[src/rtl/adc_scan_pkg.sv]
// Package: register map, field positions and types of the scan controller
package adc_scan_pkg;
    localparam int unsigned   AXI_AW        = 4;
    localparam logic [3:0]    CSR_OFS       = 4'h0;
    localparam logic [3:0]    START_OFS     = 4'h4;
    localparam logic [1:0]    RESP_OKAY     = 2'h0;
    localparam logic [1:0]    RESP_SLVERR   = 2'h2;
    localparam logic [15:0]   CSR_RESET     = 16'h0000;
    localparam logic [15:0]   CSR_WMASK     = 16'h4bff;
    localparam logic [15:0]   START_WMASK   = 16'h2000;
    localparam int unsigned   FLAG_BIT      = 15;
    localparam int unsigned   IE_BIT        = 14;
    localparam int unsigned   GO_BIT        = 13;
    localparam int unsigned   GATE_BIT      = 11;
    localparam int unsigned   PAIR_BIT      = 9;
    localparam int unsigned   STC_BIT       = 8;
    localparam int unsigned   CKS_LSB       = 6;
    localparam int unsigned   KIND_LSB      = 4;
    localparam int unsigned   REP_BIT       = 3;
    localparam logic [1:0]    KIND_SINGLE   = 2'h0;
    localparam logic [1:0]    KIND_SCAN4    = 2'h1;
    localparam logic [1:0]    KIND_SCAN2    = 2'h2;
    localparam logic [1:0]    CKS_DIV4      = 2'h0;
    localparam int unsigned   DIV_SEL0      = 4;
    localparam int unsigned   STATES_STC0   = 50;
    localparam int unsigned   CNT_W         = 16;
    typedef struct packed {
        logic       start;
        logic [2:0] channel;
    } conv_req_s;
    typedef enum {SEQ_IDLE, SEQ_CONV} seq_state_e;
endpackage

[src/rtl/adc_scan_control.sv]
// Converter scan controller with AXI4-Lite register slave
// Behaviour
// - Set end flag when every selected channel of a scan pass is converted.
// - Software clears end flag by writing 0 only after reading it as 1.
// - Transfer controller reading the result also clears the end flag.
// - Interrupt enable high makes the end request follow the end flag.
// - Trigger gate bit 11 high blocks trigger-started conversions.
// - Bit 9 controls when the flag sets in 2-channel scan mode.
// - Bit 8 selects states per conversion; default fifty.
// - Bits 7:6 pick the conversion clock; 00 is clock divided by four.
// - Bits 5:4 pick conversion mode; 01 is 4-channel scan.
// - Bit 3 high repeats the scan instead of stopping after one pass.
// - Bits 2:0 pick inputs; 011 in 4-channel scan is inputs 0 to 3.
// - Go bit 13 starts, clearing stops; single mode clears it at end.
`timescale 1ns/100ps
module adc_scan_control
    import adc_scan_pkg::*;
#(
    parameter int unsigned STATES_STC1 = 64,
    parameter int unsigned DIV_SEL1    = 8,
    parameter int unsigned DIV_SEL2    = 16,
    parameter int unsigned DIV_SEL3    = 32
)(
    input  wire logic              aclk,
    input  wire logic              aresetn,
    input  wire logic [AXI_AW-1:0] s_axi_awaddr,
    input  wire logic              s_axi_awvalid,
    output logic                   s_axi_awready,
    input  wire logic [31:0]       s_axi_wdata,
    input  wire logic [3:0]        s_axi_wstrb,
    input  wire logic              s_axi_wvalid,
    output logic                   s_axi_wready,
    output logic [1:0]             s_axi_bresp,
    output logic                   s_axi_bvalid,
    input  wire logic              s_axi_bready,
    input  wire logic [AXI_AW-1:0] s_axi_araddr,
    input  wire logic              s_axi_arvalid,
    output logic                   s_axi_arready,
    output logic [31:0]            s_axi_rdata,
    output logic [1:0]             s_axi_rresp,
    output logic                   s_axi_rvalid,
    input  wire logic              s_axi_rready,
    input  wire logic              ext_trigger,
    input  wire logic              dma_read_ack,
    output conv_req_s              conv_req,
    output logic                   conversion_busy,
    output logic                   conversion_end_request
);

    function automatic logic [15:0] lane_merge(input logic [15:0] old,
                                               input logic [31:0] data,
                                               input logic [3:0]  strb,
                                               input logic [15:0] mask);
        logic [15:0] v;
        v = old;
        if (strb[0])
            v[7:0] = data[7:0];
        if (strb[1])
            v[15:8] = data[15:8];
        lane_merge = (v & mask) | (old & ~mask);
    endfunction

    logic [15:0]      ctl_ff;
    logic             flag_ff;
    logic             armed_ff;
    logic             go_ff;
    logic             bvalid_ff;
    logic [1:0]       bresp_ff;
    logic             rvalid_ff;
    logic [1:0]       rresp_ff;
    logic [31:0]      rdata_ff;
    logic             rd_csr_ff;
    logic             trig_s1_ff;
    logic             trig_s2_ff;
    logic             trig_s3_ff;
    logic             trig_stable_ff;
    seq_state_e       state_ff;
    seq_state_e       nxt_state;
    logic [2:0]       chan_ff;
    logic [2:0]       nxt_chan;
    logic [CNT_W-1:0] cnt_ff;
    logic [CNT_W-1:0] nxt_cnt;
    conv_req_s        req_ff;
    conv_req_s        nxt_req;
    logic             seq_stop;

    // Bus decode
    wire         wr_go     = s_axi_awvalid & s_axi_wvalid & ~bvalid_ff;
    wire         wr_csr    = wr_go & (s_axi_awaddr == CSR_OFS);
    wire         wr_start  = wr_go & (s_axi_awaddr == START_OFS);
    wire         wr_bad    = wr_go & ~wr_csr & ~wr_start;
    wire         ar_hs     = s_axi_arvalid & ~rvalid_ff;
    wire         ar_csr    = s_axi_araddr == CSR_OFS;
    wire         ar_start  = s_axi_araddr == START_OFS;
    wire [15:0]  csr_view  = ctl_ff | (16'({flag_ff}) << FLAG_BIT);
    wire [15:0]  start_view = 16'({go_ff}) << GO_BIT;
    wire [15:0]  start_old = start_view;
    wire [15:0]  start_new = lane_merge(start_old, s_axi_wdata,
                                        s_axi_wstrb, START_WMASK);

    // Control fields
    wire         irq_en   = ctl_ff[IE_BIT];
    wire         gate     = ctl_ff[GATE_BIT];
    wire         pair_ctl = ctl_ff[PAIR_BIT];
    wire         state_count_select      = ctl_ff[STC_BIT];
    wire [1:0]   cks      = ctl_ff[CKS_LSB +: 2];
    wire [1:0]   kind     = ctl_ff[KIND_LSB +: 2];
    wire         repeat_scan = ctl_ff[REP_BIT];
    wire [2:0]   sel      = ctl_ff[2:0];

    assign s_axi_awready = wr_go;
    assign s_axi_wready  = wr_go;
    assign s_axi_bvalid  = bvalid_ff;
    assign s_axi_bresp   = bresp_ff;
    assign s_axi_arready = ~rvalid_ff;
    assign s_axi_rvalid  = rvalid_ff;
    assign s_axi_rresp   = rresp_ff;
    assign s_axi_rdata   = rdata_ff;
    assign conv_req      = req_ff;
    assign conversion_busy = state_ff == SEQ_CONV;

    assign conversion_end_request = flag_ff & irq_en;

    wire [CNT_W-1:0] div_sel = (cks == CKS_DIV4) ? CNT_W'(DIV_SEL0) :
                               (cks == 2'h1)     ? CNT_W'(DIV_SEL1) :
                               (cks == 2'h2)     ? CNT_W'(DIV_SEL2) :
                                                   CNT_W'(DIV_SEL3);
    wire [CNT_W-1:0] states = state_count_select ? CNT_W'(STATES_STC1)
                                  : CNT_W'(STATES_STC0);
    wire [CNT_W-1:0] conv_cycles = CNT_W'(states * div_sel - CNT_W'(1));

    wire [2:0] first_ch = (kind == KIND_SCAN4) ? {sel[2], 2'b00} :
                          (kind == KIND_SCAN2) ? {sel[2:1], 1'b0} : sel;
    wire [2:0] last_ch  = sel;
    wire       conv_end = (state_ff == SEQ_CONV) & go_ff & (cnt_ff == '0);
    wire       pass_end = conv_end & (chan_ff == last_ch);
    wire       is_scan  = kind != KIND_SINGLE;

    wire flag_set = pass_end | (conv_end & (kind == KIND_SCAN2) & pair_ctl);
    // clear only after a read of 1
    wire clear_sw = wr_csr & s_axi_wstrb[1] & ~s_axi_wdata[FLAG_BIT]
                    & armed_ff;
    // trigger allowed only with gate low
    wire trig_rise  = (trig_s2_ff == trig_s3_ff) & trig_s3_ff
                      & ~trig_stable_ff;
    wire trig_start = trig_rise & ~gate;

    // Sequencer
    always_comb
    begin
        nxt_state = state_ff;
        nxt_chan  = chan_ff;
        nxt_cnt   = cnt_ff;
        nxt_req   = '0;
        seq_stop  = 1'b0;
        case (state_ff)
            SEQ_IDLE:
            begin
                if (go_ff)
                begin
                    nxt_state       = SEQ_CONV;
                    nxt_chan        = first_ch;
                    nxt_cnt         = conv_cycles;
                    nxt_req.start   = 1'b1;
                    nxt_req.channel = first_ch;
                end
            end
            SEQ_CONV:
            begin
                if (!go_ff)
                    nxt_state = SEQ_IDLE;
                else if (cnt_ff != '0)
                    nxt_cnt = cnt_ff - CNT_W'(1);
                else if (!pass_end)
                begin
                    nxt_chan        = chan_ff + 3'h1;
                    nxt_cnt         = conv_cycles;
                    nxt_req.start   = 1'b1;
                    nxt_req.channel = chan_ff + 3'h1;
                end
                else if (repeat_scan && is_scan)
                begin
                    nxt_chan        = first_ch;
                    nxt_cnt         = conv_cycles;
                    nxt_req.start   = 1'b1;
                    nxt_req.channel = first_ch;
                end
                else
                begin
                    nxt_state = SEQ_IDLE;
                    seq_stop  = 1'b1;
                end
            end
            default:
                nxt_state = SEQ_IDLE;
        endcase
    end

    // Sequencer and trigger registers
    always_ff @(posedge aclk)
    begin
        if (!aresetn)
        begin
            state_ff       <= SEQ_IDLE;
            chan_ff        <= '0;
            cnt_ff         <= '0;
            req_ff         <= '0;
            trig_s1_ff     <= 1'b0;
            trig_s2_ff     <= 1'b0;
            trig_s3_ff     <= 1'b0;
            trig_stable_ff <= 1'b0;
        end
        else
        begin
            state_ff   <= nxt_state;
            chan_ff    <= nxt_chan;
            cnt_ff     <= nxt_cnt;
            req_ff     <= nxt_req;
            trig_s1_ff <= ext_trigger;
            trig_s2_ff <= trig_s1_ff;
            trig_s3_ff <= trig_s2_ff;
            // Only a level seen twice counts, filters a one-cycle glitch
            if (trig_s2_ff == trig_s3_ff)
                trig_stable_ff <= trig_s3_ff;
        end
    end

    // Registers and flag
    always_ff @(posedge aclk)
    begin
        if (!aresetn)
        begin
            ctl_ff   <= CSR_RESET;
            flag_ff  <= 1'b0;
            armed_ff <= 1'b0;
            go_ff    <= 1'b0;
        end
        else
        begin
            if (wr_csr)
                ctl_ff <= lane_merge(ctl_ff, s_axi_wdata, s_axi_wstrb,
                                     CSR_WMASK);
            // transfer read clears, set still wins
            flag_ff  <= flag_set | (flag_ff & ~clear_sw & ~dma_read_ack);
            armed_ff <= (ar_hs & ar_csr & flag_ff) | (armed_ff & ~wr_csr);
            // single mode and one-shot scan self-clear go
            if (wr_start)
                go_ff <= start_new[GO_BIT];
            else if (trig_start)
                go_ff <= 1'b1;
            else if (seq_stop)
                go_ff <= 1'b0;
        end
    end

    // AXI responses
    always_ff @(posedge aclk)
    begin
        if (!aresetn)
        begin
            bvalid_ff <= 1'b0;
            bresp_ff  <= RESP_OKAY;
            rvalid_ff <= 1'b0;
            rresp_ff  <= RESP_OKAY;
            rdata_ff  <= '0;
            rd_csr_ff <= 1'b0;
        end
        else
        begin
            if (wr_go)
            begin
                bvalid_ff <= 1'b1;
                bresp_ff  <= wr_bad ? RESP_SLVERR : RESP_OKAY;
            end
            else if (s_axi_bready)
                bvalid_ff <= 1'b0;
            if (ar_hs)
            begin
                rvalid_ff <= 1'b1;
                rd_csr_ff <= ar_csr;
                rresp_ff  <= (ar_csr | ar_start) ? RESP_OKAY : RESP_SLVERR;
                rdata_ff  <= ar_csr   ? {16'h0000, csr_view} :
                             ar_start ? {16'h0000, start_view} : 32'h0;
            end
            else if (s_axi_rready)
                rvalid_ff <= 1'b0;
        end
    end
endmodule

[config.mk]
export PLATFORM = sky130hd
export DESIGN_NAME = adc_scan_control
export DESIGN_NICKNAME = d
export VERILOG_FILES = /design/src/rtl/adc_scan_pkg.sv /design/src/rtl/adc_scan_control.sv
export SDC_FILE = /design/constraint.sdc
export NUM_CORES = 1
export LEC_CHECK = 0
export CAP_MARGIN = 40
export CORE_MARGIN = 3
export CORE_UTILIZATION = 50
export CTS_BUF_LIST = sky130_fd_sc_hd__clkbuf_2
export CTS_CLUSTER_SIZE = 40
export DETAILED_ROUTE_END_ITERATION = 16
export DONT_BUFFER_PORTS = 1
export GPL_TIMING_DRIVEN = 0
export HOLD_SLACK_MARGIN = 0.12
export MAX_ROUTING_LAYER = met4
export PLACE_DENSITY = 0.72
export SYNTH_ARGS = -nofsm -noshare
export SYNTH_HDL_FRONTEND = slang
export SYNTH_SLANG_ARGS = --single-unit
[constraint.sdc]
create_clock -name aclk -period 4 [get_ports aclk]
set_clock_uncertainty 0.05 [all_clocks]
set_input_delay 0.4 -clock aclk [delete_from_list [all_inputs] [get_ports aclk]]
set_output_delay 0.4 -clock aclk [all_outputs]
set_load 0.005 [all_outputs]
==> flow_summary_export.csv <==
group,metric,value,unit
layout,final-instance-count-excl-fill,576,
synth,synth.distinct_cells,58,
synth,syn_inst,423,
synth,ys_ff_latch,62,
placed_design,portBuffers,0,
die,ios,100,
placed_design,hpwl,6620,um
synth,synthAdderAreaFrac,0.0807,
layout,layout.nets,554,
critical_path,worst_setup_path_start_kind,"register",
synth,synth_flop_cell,"dfxtp_1",
drt,drc,0,
synth,synth_area_leader_cell,"dfxtp_1",
synth,synth.top_cell.area_share,0.354,
drt,dr.max_layer_used,"met4",
timing,rsz0062_at_grt,"no",
synth,synth_top_family_by_area,"simple AND/OR/NAND/NOR gates",
layout,diodes,0,
global_routing,grt_pass1_wl,15300,um
clock_tree,clk_latency,0.49,ns
drt,detail_route.wl_per_cell,16.2,um
clock_tree,cts_tree,"built",
drt,vias,3252,
layout,fillCellCount,561,
critical_path,ff2ff_setup_slack,0.32,ns
timing,max_freq,272,MHz
placed_design,pre_cts_ws,0.289,ns
timing,whs,0.206,ns
critical_path,endpoint_kind,"register",
synth,synth.most_common_cell,"dfxtp_1",
drt,drt_iter0_drc,156,
timing,slew_violations,0,
global_routing,grt.total_usage,0.238,
timing,setup_viol,0,
critical_path,path_max_fanout,10,
timing,worstMarginPinSlew,0.631,ns
critical_path,path_class,"register to register",
clock_tree,cts_buffer_depth,2,
clock_tree,clkSinkCount,62,
synth,yosys.area_share.simple,0.241,
timing,fin_setup_tns,0,ns
synth,synth_compound_area_frac,0.190,
global_routing,antenna_found_initial,0,
synth,syn_area,3500,um^2
power,leakage,1.62,nW
timing,finalCriticalPeriod,3.68,ns
synth,synth.avg_cell_area,8.28,um^2
clock_tree,cts_resized,0,
timing,max_slew_margin,0.576,
drt,first_pass_iters,5,
die,initial_core_util,0.533,
synth,synth-xor-area-share,0.0325,
synth,synth-async-reset-ratio,0,
placed_design,post-place-cells,533,
drt,wl_met1,3940,um
drt,route.met3.wl,672,um
clock_tree,cts_post_setup_buffers_inserted,0,
synth,synth_edf_count,0,
global_routing,grt_pass1_vias,3203,
power,p_per_area,291,nW/um^2
global_routing,grt_max_degree,11,
drt,final_antenna_net_count,0,
power,p_total,1.19,mW
synth,yosys_warnings,0,
critical_path,cp.required,4.36,ns
drt,met2_wirelength,4620,um
die,core.rowCount,29,
placed_design,place_congestion,0.926,
critical_path,cp.arrival,4.04,ns
min_path,min-delay-path-class,"input port to register",
synth,yosysSeqAreaShare,0.354,
drt,wl,9330,um
status,run_status,"complete, no violations",
flow_run,max-cap-violations,0,
clock_tree,cts-root-buf,"clkbuf_2",
drt,vias_per_cell,5.65,
die,coreArea,6570,um^2
timing,fin_crit_sh,0.920,
die,dieArea,8050,um^2
layout,area_growth_syn_to_layout,16.9,%
clock_tree,cts_buffers,9,
power,vdd_ir_drop_max,0.220,mV
layout,regArea,1240,um^2
die,die_w,89.7,um
clock_tree,clk_pin_slew,0.17,ns
global_routing,grt_overflow,0,
synth,netlist_top_cells_count,"dfxtp_1, nand2_1, nor2_1, a21oi_1, nand3_1",
layout,final_layout_size_suffix_gt1_frac,0.110,
synth,synth.mux.area_fraction,0.0114,
synth,yosys-top-cells-area,"dfxtp_1, ha_1, nand2_1",
timing,setup_ws,0.321,ns
die,die_h,89.7,um
layout,multiInputGateArea,2020,um^2
clock_tree,h-tree-depth,3,
timing,finalHoldViolCount,0,
worst max-delay path: stages, from the launching register on:
cell and delay [ns]:
dfxtp_1 0.43, buf_1 0.38, inv_1 0.13, nor2_1 0.12, ha_1 0.25, ha_1 0.30, ha_1 0.30, ha_1 0.39
nand3_1 0.11, o211ai_1 0.25, a31oi_1 0.14, xnor2_1 0.38, o21ai_0 0.17, a221oi_2 0.22
state kept, by name (all words and copies together) (netlist names):
register,count
cnt_ff,16
s_axi_rdata,15
ctl_ff,12
conv_req,4
chan_ff,3
armed_ff,1
flag_ff,1
go_ff,1
s_axi_bresp,1
s_axi_bvalid,1
s_axi_rresp,1
s_axi_rvalid,1
state_ff,1
trig_s1_ff,1
trig_s2_ff,1
trig_s3_ff,1
trig_stable_ff,1
final cells by class:
| cell class | count | area share |
|---|---|---|
| clock buffer | 10 | 0.0122 |
| timing repair buffer | 29 | 0.0709 |
| inverter | 18 | 0.0165 |
| buffer | 38 | 0.0584 |
| sequential | 62 | 0.303 |
| tap | 93 | 0.0284 |
| multi-input combinational | 321 | 0.492 |
| clock inverter | 5 | 0.0183 |
placed cells by master (no fill, tap or decap), types with 3 or more instances in the layout:
master	instances
a211oi_1	3
a21o_1	3
a21oi_1	32
a22oi_1	16
a31oi_1	5
and2_1	8
and3_1	3
buf_4	21
clkbuf_1	11
clkbuf_2	10
conb_1	18
dfxtp_1	62
dlygate4sd3_1	29
ha_1	21
inv_1	17
mux2i_1	4
nand2_1	48
nand2b_1	5
nand3_1	25
nand4_1	6
nor2_1	41
nor3_1	9
nor3b_1	3
nor4_1	5
o211ai_1	3
o21ai_0	15
xnor2_1	8
xor2_1	5
repair_timing:
item	CTS	global route
hold buffers	28	1
hold endpoints to repair	21	1
endpoints found under the setup margin	0	1
cells by family after synthesis:
group           after synthesis
simple gates                166
mux                           4
buf+inv                      57
compound gates               98
flops                        62
fa+ha+maj                    22
xor+xnor                     13
other cells                   1
metal layers:
metal,GRT usage,up-vias
met4,0.0587,0
met5,-,-
met2,0.398,145
met3,0.0534,12
li1,-,1586
met1,0.292,1509
worst paths after layout:
| path | startpoint | end | cells after the start |
|---|---|---|---|
| setup / recovery | ctl_ff[7]$_SDFFE_PN0P_ | cnt_ff[14]$_SDFFE_PN0P_ | 13 |
| hold / removal | aresetn | cnt_ff[7]$_SDFFE_PN0P_ | 3 |
| setup reg to reg | ctl_ff[7]$_SDFFE_PN0P_ | cnt_ff[14]$_SDFFE_PN0P_ | 13 |
| hold reg to reg | trig_s1_ff$_SDFF_PN0_ | trig_s2_ff$_SDFF_PN0_ | 1 |
where the power goes:
| part | switching (mW) | leakage (nW) | internal [mW] |
|---|---|---|---|
| Combinational | 0.0706 | 1.04 | 0.0552 |
| Clock | 0.229 | 0.0731 | 0.202 |
| Sequential | 0.00799 | 0.501 | 0.626 |
| Total | 0.308 | 1.62 | 0.883 |
stage by stage:
step	util	cell area, um^2
6_report	0.624	4100
5_1_grt	0.624	4100
3_3_place_gp	0.561	3680
4_1_cts	0.623	4090
2_1_floorplan	-	3570
3_5_place_dp	0.561	3680
No activity file was read; power rests on OpenSTA's default activity.
